<file path="config.mk">
export PLATFORM = sky130hd
export DESIGN_NAME = ups_dev_flat
export DESIGN_NICKNAME = d
export VERILOG_FILES = /design/src/rtl/ups_pkg.sv /design/src/rtl/ups_link_if.sv /design/src/rtl/ups_dev.sv /design/src/flat_wrapper.sv
export SDC_FILE = /design/constraint.sdc
export NUM_CORES = 1
export LEC_CHECK = 0
export ABC_AREA = 1
export BUFFER_PORTS_ARGS = -buffer_cell sky130_fd_sc_hd__buf_2
export CAP_MARGIN = 20
export CORE_ASPECT_RATIO = 2
export CORE_UTILIZATION = 55
export CTS_BUF_LIST = sky130_fd_sc_hd__clkbuf_2 sky130_fd_sc_hd__clkbuf_4 sky130_fd_sc_hd__clkbuf_8
export DETAILED_ROUTE_END_ITERATION = 16
export PLACE_DENSITY = 0.8
export RECOVER_POWER = 100
export SLEW_MARGIN = 20
export SYNTH_ARGS = -nofsm -noshare
export SYNTH_HDL_FRONTEND = slang
export SYNTH_SLANG_ARGS = --single-unit
</file>
<file path="constraint.sdc">
create_clock -name i_core_clk -period 4.78 [get_ports i_core_clk]
set_input_delay 0.717 -clock i_core_clk [delete_from_list [all_inputs] [get_ports i_core_clk]]
set_output_delay 0.717 -clock i_core_clk [all_outputs]
set_load 0.02 [all_outputs]
</file>
<file path="src/rtl/ups_pkg.sv">
// Purpose: Shared constants and types for the serial port power-save ends.
// Assumes: One 200 MHz clock; all times are rounded to that clock.
// Notes:   Long cycle counts are defaults for module parameters.
package ups_pkg;
    // Clock period in picoseconds, so fractional periods stay exact.
    localparam int CLK_PS          = 5000;
    // One network frame of 4.615 ms, in picoseconds.
    localparam longint FRAME_PS    = 64'd4615000000;
    localparam int FRAME_CYC       = int'(FRAME_PS / CLK_PS);
    // One millisecond, the tick of all short timers.
    localparam longint MS_PS       = 64'd1000000000;
    localparam int MS_CYC          = int'(MS_PS / CLK_PS);
    // Wake-up time and short enable window, in ms.
    localparam logic [11:0] WAKE_MS    = 12'd20;
    localparam logic [11:0] WINDOW_MS  = 12'd20;
    // Disabled spans of the cyclic mode, in ms.
    localparam logic [11:0] OFF_2G_MS  = 12'd2000;
    localparam logic [11:0] OFF_3G_MS  = 12'd2500;
    // Activity timeout in frames: limits and value after reset.
    localparam logic [15:0] TMO_MIN    = 16'd40;
    localparam logic [15:0] TMO_MAX    = 16'd65000;
    localparam logic [15:0] TMO_RESET  = 16'd2000;
    // Low pulse length of the host's wake-up character, in cycles.
    localparam logic [3:0]  WAKE_LOW_CYC = 4'd8;

    // Power-save setting.
    typedef enum logic [1:0] {
        PS_ALWAYS_ON = 2'b00,
        PS_CYCLIC    = 2'b01,
        PS_RTS_GATED = 2'b10,
        PS_DTR_GATED = 2'b11
    } ups_setting_t;

    // Network the device is camped on.
    typedef enum logic [1:0] {
        NET_NONE = 2'b00,
        NET_2G   = 2'b01,
        NET_3G4G = 2'b10
    } ups_net_t;

    // Port state of the device end.
    typedef enum logic [1:0] {
        ST_OFF  = 2'b00,
        ST_WAKE = 2'b01,
        ST_ON   = 2'b10
    } ups_state_t;
endpackage

</file>
<file path="src/rtl/ups_link_if.sv">
// Purpose: Serial control lines between host (DTE) and device (DCE).
// Assumes: Control lines are active low: ON is a low level.
// Notes:   Configuration travels as an abstract command strobe.
`timescale 1ns/1ps
interface ups_link_if;
    import ups_pkg::*;
    logic                txd;          // Host data line, idles high.
    logic                rts_n;        // Request to send, ON low.
    logic                dtr_n;        // Terminal ready, ON low.
    logic                cts_n;        // Clear to send, ON low.
    logic                hw_flow;      // Hardware flow control on.
    logic                cfg_valid;    // One-cycle setting command.
    ups_setting_t        cfg_setting;  // Requested setting.
    logic [15:0]         cfg_timeout;  // Activity timeout in frames.

    modport dev  (input  txd, rts_n, dtr_n, hw_flow, cfg_valid,
                  input  cfg_setting, cfg_timeout, output cts_n);
    modport host (output txd, rts_n, dtr_n, hw_flow, cfg_valid,
                  output cfg_setting, cfg_timeout, input cts_n);
endinterface

</file>
<file path="src/rtl/ups_dev.sv">
// Purpose: Device end: gates the serial port for low-power idle.
// Assumes: Character and pending-data strobes come from the port core.
// Notes:   Short timers tick per ms, the activity timer per frame.
`timescale 1ns/1ps
// How it works
// RULE1 - Setting 0: never idle, port on, CTS on.
// RULE2 - Setting 1: port off unless cycle, transmit, wake.
// RULE3 - 2G: enable at paging after 2.0 s.
// RULE4 - 3G/LTE: 20 ms on, 2.5 s off, repeat.
// RULE5 - Unregistered: same 20 ms / 2.5 s cycle.
// RULE6 - Character holds port for configurable frame timeout.
// RULE7 - Each further character restarts the inactivity timer.
// RULE8 - Cyclic mode: CTS low when port accepts data.
// RULE9 - Setting 2 only with flow control off.
// RULE10 - Setting 2: RTS off disables, rising wakes.
// RULE11 - Setting 3: DTR off disables, rising wakes.
// RULE12 - Pending outgoing data enables port temporarily.
// RULE13 - Setting 3 any flow control; CTS shows readiness.
// RULE14 - DTR keeps its ordinary control function too.
// RULE15 - TXD rising edge while off wakes in 20 ms.
// RULE16 - Wake character discarded; recognition after wake-up.
// RULE17 - Host waits wake-up time before real characters.
// RULE18 - Data wake always active in setting 1, no flow.
// RULE19 - Host sends throwaway character before command lines.
// RULE20 - Throwaway command answered only when already active.
// RULE21 - USB stays ready regardless of power-save setting.
// RULE22 - Host disables autobaud, stores, reboots before saving.
module ups_dev
    import ups_pkg::*;
#(
    parameter int P_MS_CYC    = MS_CYC,
    parameter int P_FRAME_CYC = FRAME_CYC
) (
    // Clock and reset.
    input  wire logic          i_core_clk,
    input  wire logic          i_sys_rst,
    // Link.
    ups_link_if.dev            link,
    // Port core side.
    input  wire logic          i_char_rx,
    input  wire logic          i_tx_pending,
    // Network and USB status.
    input  wire ups_net_t      i_net,
    input  wire logic          i_paging,
    input  wire logic          i_usb_attached,
    input  wire logic          i_usb_suspended,
    // Port control outputs.
    output logic               o_port_enable,
    output logic               o_char_accept,
    output logic               o_idle,
    output logic               o_wake_discard,
    // Status outputs.
    output ups_setting_t       o_setting,
    output logic [15:0]        o_timeout,
    output logic               o_cfg_refused,
    output logic               o_dtr_on,
    output logic               o_usb_ready
);
    import ups_pkg::*;

    // Refuse divider lengths that cannot count.
    if (P_MS_CYC < 1 || P_FRAME_CYC < 1) begin : g_bad_div
        $error("Divider lengths must be at least one cycle");
    end

    ups_state_t   state;
    ups_state_t   next_state;
    ups_setting_t setting;
    logic [15:0]  timeout;
    logic [31:0]  ms_div;
    logic [31:0]  fr_div;
    logic [11:0]  ms_left;
    logic [11:0]  next_ms_left;
    logic [15:0]  fr_left;
    logic         txd_q;
    logic         rts_on_q;
    logic         dtr_on_q;
    logic         cfg_refused;

    // Line levels and edges; inputs are synchronous to the clock.
    wire rts_on   = !link.rts_n;
    wire dtr_on   = !link.dtr_n;
    wire txd_rise = link.txd && !txd_q;
    wire rts_rise = rts_on && !rts_on_q;
    wire dtr_rise = dtr_on && !dtr_on_q;
    wire ms_tick  = ms_div == 32'(P_MS_CYC - 1);
    wire fr_tick  = fr_div == 32'(P_FRAME_CYC - 1);

    // Command decode: setting 2 is refused while flow control is on.
    wire cfg_bad  = link.cfg_setting == PS_RTS_GATED && link.hw_flow;
    wire cfg_ok   = link.cfg_valid && !cfg_bad;                 // RULE9
    wire [15:0] tmo_clip =
        (link.cfg_timeout < TMO_MIN) ? TMO_MIN :
        (link.cfg_timeout > TMO_MAX) ? TMO_MAX : link.cfg_timeout;
    // Gating line of the line-controlled settings.
    wire ctl_on   = (setting == PS_RTS_GATED) ? rts_on : dtr_on;
    wire ctl_rise = (setting == PS_RTS_GATED) ? rts_rise : dtr_rise;
    // Data wake works in the cyclic setting without flow control.
    wire data_wake = setting == PS_CYCLIC && !link.hw_flow
                     && txd_rise;                               // RULE18
    wire ms_done  = ms_left == 12'h000;
    wire act_busy = fr_left != 16'h0000;
    wire [11:0] off_span = (i_net == NET_2G) ? OFF_2G_MS : OFF_3G_MS;
    // Port state right after a setting is taken.
    wire start_on = link.cfg_setting == PS_ALWAYS_ON
        || (link.cfg_setting == PS_RTS_GATED && rts_on)
        || (link.cfg_setting == PS_DTR_GATED && dtr_on);
    wire port_on  = state == ST_ON;

    // Millisecond and frame dividers for the timers.
    always_ff @(posedge i_core_clk or posedge i_sys_rst) begin
        if (i_sys_rst) begin
            ms_div <= '0;
            fr_div <= '0;
        end else begin
            ms_div <= ms_tick ? '0 : ms_div + 32'd1;
            fr_div <= fr_tick ? '0 : fr_div + 32'd1;
        end
    end

    // Previous line levels for edge detection.
    always_ff @(posedge i_core_clk or posedge i_sys_rst) begin
        if (i_sys_rst) begin
            txd_q    <= 1'b1;
            rts_on_q <= 1'b0;
            dtr_on_q <= 1'b0;
        end else begin
            txd_q    <= link.txd;
            rts_on_q <= rts_on;
            dtr_on_q <= dtr_on;
        end
    end

    // Setting and timeout registers; setting 0 after reset.
    always_ff @(posedge i_core_clk or posedge i_sys_rst) begin
        if (i_sys_rst) begin
            setting     <= PS_ALWAYS_ON;
            timeout     <= TMO_RESET;
            cfg_refused <= 1'b0;
        end else begin
            cfg_refused <= link.cfg_valid && cfg_bad;
            if (cfg_ok) begin
                setting <= link.cfg_setting;
                timeout <= tmo_clip;                            // RULE6
            end
        end
    end

    // Next state and short-timer load.
    always_comb begin
        next_state   = state;
        next_ms_left = (ms_tick && !ms_done) ? ms_left - 12'h001
                                             : ms_left;
        unique case (state)
            ST_OFF: begin
                if (i_tx_pending) begin
                    // Clear the short timer so the port drops as soon
                    // as the pending data has gone out.
                    next_state   = ST_ON;                       // RULE12
                    next_ms_left = 12'h000;
                end else if (setting == PS_ALWAYS_ON) begin
                    next_state = ST_ON;                         // RULE1
                end else if (setting == PS_CYCLIC) begin
                    if (data_wake) begin
                        next_state   = ST_WAKE;                 // RULE15
                        next_ms_left = WAKE_MS;
                    end else if (ms_done && (i_net != NET_2G
                                 || i_paging)) begin
                        next_state   = ST_ON;                   // RULE3 RULE4 RULE5
                        next_ms_left = WINDOW_MS;
                    end
                end else if (ctl_rise) begin
                    next_state   = ST_WAKE;                     // RULE10 RULE11
                    next_ms_left = WAKE_MS;
                end
            end
            ST_WAKE: begin
                if (ms_done) begin
                    next_state   = ST_ON;                       // RULE16
                    next_ms_left = 12'h000;
                end
            end
            ST_ON: begin
                if (setting == PS_CYCLIC) begin
                    if (ms_done && !act_busy && !i_tx_pending
                        && !i_char_rx) begin
                        next_state   = ST_OFF;                  // RULE4 RULE5
                        next_ms_left = off_span;
                    end
                end else if (setting != PS_ALWAYS_ON) begin
                    if (!ctl_on && !i_tx_pending) begin
                        next_state = ST_OFF;                    // RULE10 RULE11
                    end
                end
            end
            default: begin
                next_state = ST_OFF;
            end
        endcase
        if (cfg_ok) begin
            next_state   = start_on ? ST_ON : ST_OFF;           // RULE2
            next_ms_left = (link.cfg_setting == PS_CYCLIC)
                           ? off_span : 12'h000;
        end
    end

    // Port state and short timer.
    always_ff @(posedge i_core_clk or posedge i_sys_rst) begin
        if (i_sys_rst) begin
            state   <= ST_ON;
            ms_left <= 12'h000;
        end else begin
            state   <= next_state;
            ms_left <= next_ms_left;
        end
    end

    // Activity timer in frames: loaded on the wake-up and on each
    // recognised character, so steady traffic holds the port open.
    always_ff @(posedge i_core_clk or posedge i_sys_rst) begin
        if (i_sys_rst) begin
            fr_left <= 16'h0000;
        end else if (setting != PS_CYCLIC || cfg_ok) begin
            fr_left <= 16'h0000;
        end else if ((state == ST_WAKE && ms_done) || o_char_accept) begin
            fr_left <= timeout;                                 // RULE6 RULE7
        end else if (fr_tick && act_busy) begin
            fr_left <= fr_left - 16'h0001;
        end
    end

    // Characters count only while the port is on; one arriving while
    // off or waking is the wake character and is dropped.
    assign o_char_accept  = i_char_rx && port_on;               // RULE16
    assign o_wake_discard = i_char_rx && !port_on;              // RULE20
    // CTS shows whether data can be taken, in every setting and with
    // flow control on or off.
    assign link.cts_n     = !port_on;                           // RULE8 RULE13
    assign o_port_enable  = port_on;
    assign o_idle         = state == ST_OFF;
    assign o_setting      = setting;
    assign o_timeout      = timeout;
    assign o_cfg_refused  = cfg_refused;
    // DTR still feeds its ordinary handling beside the gating.
    assign o_dtr_on       = dtr_on;                             // RULE14
    // USB readiness does not depend on the power-save setting.
    assign o_usb_ready    = i_usb_attached && !i_usb_suspended; // RULE21
endmodule

</file>
<file path="src/flat_wrapper.sv">
// flat-port wrapper written by rule: the top's interface ports become plain ports
module ups_dev_flat import ups_pkg::*;
#(
    parameter int P_MS_CYC    = MS_CYC,
    parameter int P_FRAME_CYC = FRAME_CYC
)
  (i_core_clk, i_sys_rst, i_char_rx, i_tx_pending, i_net, i_paging, i_usb_attached, i_usb_suspended, o_port_enable, o_char_accept, o_idle, o_wake_discard, o_setting, o_timeout, o_cfg_refused, o_dtr_on, o_usb_ready, link_txd, link_rts_n, link_dtr_n, link_hw_flow, link_cfg_valid, link_cfg_setting, link_cfg_timeout, link_cts_n);
  ups_link_if link_i ();
  input  wire logic i_core_clk;
  input  wire logic i_sys_rst;
  input  wire logic i_char_rx;
  input  wire logic i_tx_pending;
  input  wire ups_net_t i_net;
  input  wire logic i_paging;
  input  wire logic i_usb_attached;
  input  wire logic i_usb_suspended;
  output logic o_port_enable;
  output logic o_char_accept;
  output logic o_idle;
  output logic o_wake_discard;
  output ups_setting_t o_setting;
  output logic [15:0] o_timeout;
  output logic o_cfg_refused;
  output logic o_dtr_on;
  output logic o_usb_ready;
  input wire logic [$bits(link_i.txd)-1:0] link_txd;
  input wire logic [$bits(link_i.rts_n)-1:0] link_rts_n;
  input wire logic [$bits(link_i.dtr_n)-1:0] link_dtr_n;
  input wire logic [$bits(link_i.hw_flow)-1:0] link_hw_flow;
  input wire logic [$bits(link_i.cfg_valid)-1:0] link_cfg_valid;
  input wire logic [$bits(link_i.cfg_setting)-1:0] link_cfg_setting;
  input wire logic [$bits(link_i.cfg_timeout)-1:0] link_cfg_timeout;
  output wire logic [$bits(link_i.cts_n)-1:0] link_cts_n;
  assign link_i.txd = link_txd;
  assign link_i.rts_n = link_rts_n;
  assign link_i.dtr_n = link_dtr_n;
  assign link_i.hw_flow = link_hw_flow;
  assign link_i.cfg_valid = link_cfg_valid;
  assign link_i.cfg_setting = link_cfg_setting;
  assign link_i.cfg_timeout = link_cfg_timeout;
  assign link_cts_n = link_i.cts_n;
  ups_dev #(.P_MS_CYC(P_MS_CYC), .P_FRAME_CYC(P_FRAME_CYC)) u_core (.i_core_clk(i_core_clk), .i_sys_rst(i_sys_rst), .link(link_i), .i_char_rx(i_char_rx), .i_tx_pending(i_tx_pending), .i_net(i_net), .i_paging(i_paging), .i_usb_attached(i_usb_attached), .i_usb_suspended(i_usb_suspended), .o_port_enable(o_port_enable), .o_char_accept(o_char_accept), .o_idle(o_idle), .o_wake_discard(o_wake_discard), .o_setting(o_setting), .o_timeout(o_timeout), .o_cfg_refused(o_cfg_refused), .o_dtr_on(o_dtr_on), .o_usb_ready(o_usb_ready));
endmodule
</file>
==> summary.txt <==
Setup path
  – Crit path DAT: 3.55 ns
  – CP max-delay cell: clkbuf_1
  – Worst EP required: 5.13 ns
  – Worst R2R Path Depth: 6
  – Crit end category: flip-flop
  – CP Cell Sequence: clkbuf_1, inv_1, nand3_1, nand2_1, clkbuf_1, inv_1, nor2_4, nand3_2, o21ai_0
  – Worst reg2reg endpoint: u_core.fr_div[17]$_DFF_PP0_
  – R2R setup slack: between 2 and 2.5 ns
  – Crit path kind: in2reg
  – Type of origin of the critical path: primary input
  – CP peak stage delay: 0.95 ns
  – Reg-to-Reg Start: u_core.fr_div[14]$_DFF_PP0_
  – Worst path buffer plus inverter count: 4
  – Crit path max-delay family: buffers and inverters
  – Critical Path Fanout Max: 33

Timing
  – Setup TNS: 0 ns
  – Rel. slew slack: -40.07%
  – Period minus WS final: between 3 and 4 ns
  – Final Skew: about 0.014 ns
  – Fmax achieved: approximately 310 MHz
  – Slew of the pin with the lowest slew margin: 2.090 ns
  – Setup Viol. Count Final: 0
  – Fin. Hold Viols: 0
  – Hold WS: 0.3782 ns
  – RSZ-0062 raised after global routing: no
  – Fin crit share: 67.05%
  – Max-slew violations: between 40 and 50

Synthesis
  – #FFs+latches synth: 116
  – Synth top area share: 36.50%
  – Most used DFF post-synth: dfrtp_1
  – Yosys cell types: 45
  – Synth warn: 0
  – Avg Cell Area, Syn: 7.210 um2
  – Simple-gate area share of the yosys netlist: 36.45%
  – Mapped Cells: 1027
  – Synthesized area: 7405 um2
  – Largest family of logic cells by synthesized area: simple AND/OR/NAND/NOR gates
  – Mux cell area share after synthesis: 0%
  – Post-Synth XOR/XNOR Area: between 6 and 7%
  – Count leader, synth: nand2_1
  – Area contributors post-synth: dfrtp_1 36%, nand2_1 12%, inv_1 7.8%, nor2_1 6.5%, xor2_1 5.2%
  – Syn_nets: approximately 1100
  – FFs w/ async S/R, synth: 100.0%
  – Most instantiated cells after synthesis: 243 x nand2_1, 153 x inv_1, 129 x nor2_1
  – Adder-cell share of the synthesized area: less than 1%
  – Register area share after synthesis: 39.34%
  – Compound-gate portion of the synthesized area: 6.556%
  – Synth area leader: dfrtp_1
  – EDFF count, synth: 0

Global route
  – First-pass GRT wire length: between 30 and 40 mm
  – Vias in the first global route: 7035
  – Total gr overflow: 0
  – Overall Global Routing Usage: 28.48%
  – Largest net degree at the start of global routing: 47
  – Initial antenna violation count: 0

Place
  – Placed insts: roughly 1200
  – Hpwl dp: approximately 15 mm
  – Routability cong.: 0.9674
  – Port buffer count: 57

Routing
  – WL/cell: 14.79 um
  – Residual DRC: 0
  – Initial DRT Pass Iterations: 6
  – Final wirelength: ~19 mm
  – Vias per cell: 5.523
  – Vias: 6954
  – Antenna Nets Post-Route: 0
  – Initial DRC Count: 341

Hold path
  – Hold Path Depth: 1
  – Worst Hold End: u_core.txd_q$_DFF_PP1_
  – Worst Hold Class: in2reg
  – Hold_sp: link_txd

Floorplanning
  – Ports: slightly below 60
  – Die ar.: 13960 um2
  – Die X: 84.05 um
  – Core area: 13070 um2
  – Die Ht: ~170 um
  – Starting density of the core: 56.67%
  – Row count: 59

Finish
  – Final #Nets: 1132
  – Share of post-route cells with drive strength above 1: 10.12%
  – Synth-to-layout area growth: 8.990%
  – Non-Filler Instances: 1259
  – Ant diodes: 0

Power and ir drop
  – Total power: 2684 uW
  – Peak VDD IR: 0.0002858 V
  – Lkg Pwr: 0.004038 uW
  – Pwr Density: 332.6 nW/um2

Clock network
  – Post-CTS Setup Bufs: 0
  – Clock root buffer: clkbuf_8
  – Clk Latency, worst-skew pair: 0.44 ns
  – CTS tree: yes
  – Post-CTS Hold Fix Bufs: 0
  – CTS Buf Count: 17
  – Post-CTS sizing: 0
  – Clk sinks: 116
  – Clock Tree Buf Depth: 2
  – H-Tree Depth: 4
  – Clk slew on worst S/H paths: ~0.08 ns

Run
  – Max-cap violations: 1

Run status
  – Failing checks: capacitance limit, slew limit
  – Status: finished, violations left
final cells by class:
| class | instances | area [um2] |
|---|---|---|
| fill | 1203 | 4996 |
| inverter | 169 | 638.1 |
| tap | 152 | 190.2 |
| sequential | 116 | 2913 |
| clock buffer | 20 | 262.8 |
| timing repair buffer | 60 | 271.5 |
| clock inverter | 11 | 112.6 |
| multi-input combinational | 731 | 3682 |
cells by family (layout without fill, tap and decap cells):
logic type | Yosys count | after routing
simple gates | 580 | 580
buf+inv | 180 | 260
flops | 116 | 116
compound gates | 87 | 87
xor+xnor | 59 | 59
fa+ha+maj | 5 | 5
power by group:
group | total, uW | leakage, uW | switching [uW] | internal [uW]
Clock | 877 | 0.000191 | 399 | 479
Combinational | 729 | 0.00232 | 498 | 231
Sequential | 1080 | 0.00153 | 45.0 | 1030
cell usage in the layout (no fill, tap or decap), types with 9 or more instances in the layout:
| master | netlist | layout |
|---|---|---|
| inv_2 | 14 | 9 |
| nor2_1 | 129 | 138 |
| dfrtp_1 | 108 | 108 |
| clkbuf_1 | 3 | 27 |
| nand3_1 | 62 | 63 |
| o21ai_0 | 33 | 49 |
| inv_1 | 153 | 156 |
| buf_2 | 1 | 31 |
| xnor2_1 | 15 | 15 |
| nor3_1 | 44 | 46 |
| nand4_1 | 34 | 34 |
| clkbuf_8 | 0 | 18 |
| a21oi_1 | 17 | 17 |
| xor2_1 | 44 | 44 |
| nor4_1 | 19 | 21 |
| nand2_1 | 243 | 245 |
layer usage:
layer / routed length (um) / share of wire (%) / vias up / global-route usage, %
met2: 10040 / 54 / 220 / 52.42
met3: 562 / 3.0 / 92 / 4.920
met4: 1333 / 7.2 / 0 / 21.29
met5: 0 / 0 / - / 0
li1: - / - / 3426 / -
met1: 6687 / 36 / 3216 / 27.70
registers in the layout, indices dropped and copies added, names as in the netlist:
signal / flops
u_core.o_cfg_refused: 1
u_core.ms_left: 12
u_core.state: 2
u_core.ms_div: 32
u_core.fr_div: 32
u_core.o_timeout: 16
u_core.fr_left: 16
u_core.txd_q: 1
u_core.dtr_on_q: 1
u_core.o_setting: 2
u_core.rts_on_q: 1
metrics by stage:
step | util [%] | setup WS, ns | area (um2)
2_1_floorplan | - | 1.004 | 7405
3_3_place_gp | 59.80 | 2.234 | 7814
3_5_place_dp | 59.80 | 2.176 | 7814
4_1_cts | 62.67 | 2.385 | 8189
5_1_grt | 61.76 | 1.266 | 8070
6_report | 61.76 | 1.575 | 8070
worst max path at each step:
stage                                           start                        endpoint  slack [ns]  cells after the start
after detailed placement          link_cfg_setting[0]  u_core.fr_left[12]$_DFFE_PP0P_        2.18                      9
after floorplan                             i_sys_rst       u_core.dtr_on_q$_DFF_PP0_        1.00                      1
after CTS                 u_core.state[1]$_DFFE_PP1P_                   o_char_accept        2.39                      5
after global placement            link_cfg_setting[0]  u_core.fr_left[12]$_DFFE_PP0P_        2.23                      9
final                             link_cfg_setting[0]  u_core.fr_left[12]$_DFFE_PP0P_        1.58                      9
after global routing              link_cfg_setting[0]   u_core.fr_left[6]$_DFFE_PP0P_        1.27                      9
worst register-to-register path, delay by kind of cell, from the launching register on:
family | cells | cell delay, ns
flip-flops | 1 | 0.40
buffers and inverters | 1 | 0.14
AND/OR/NAND/NOR | 5 | 1.80
Note: power is estimated with default switching activity, not from simulation.
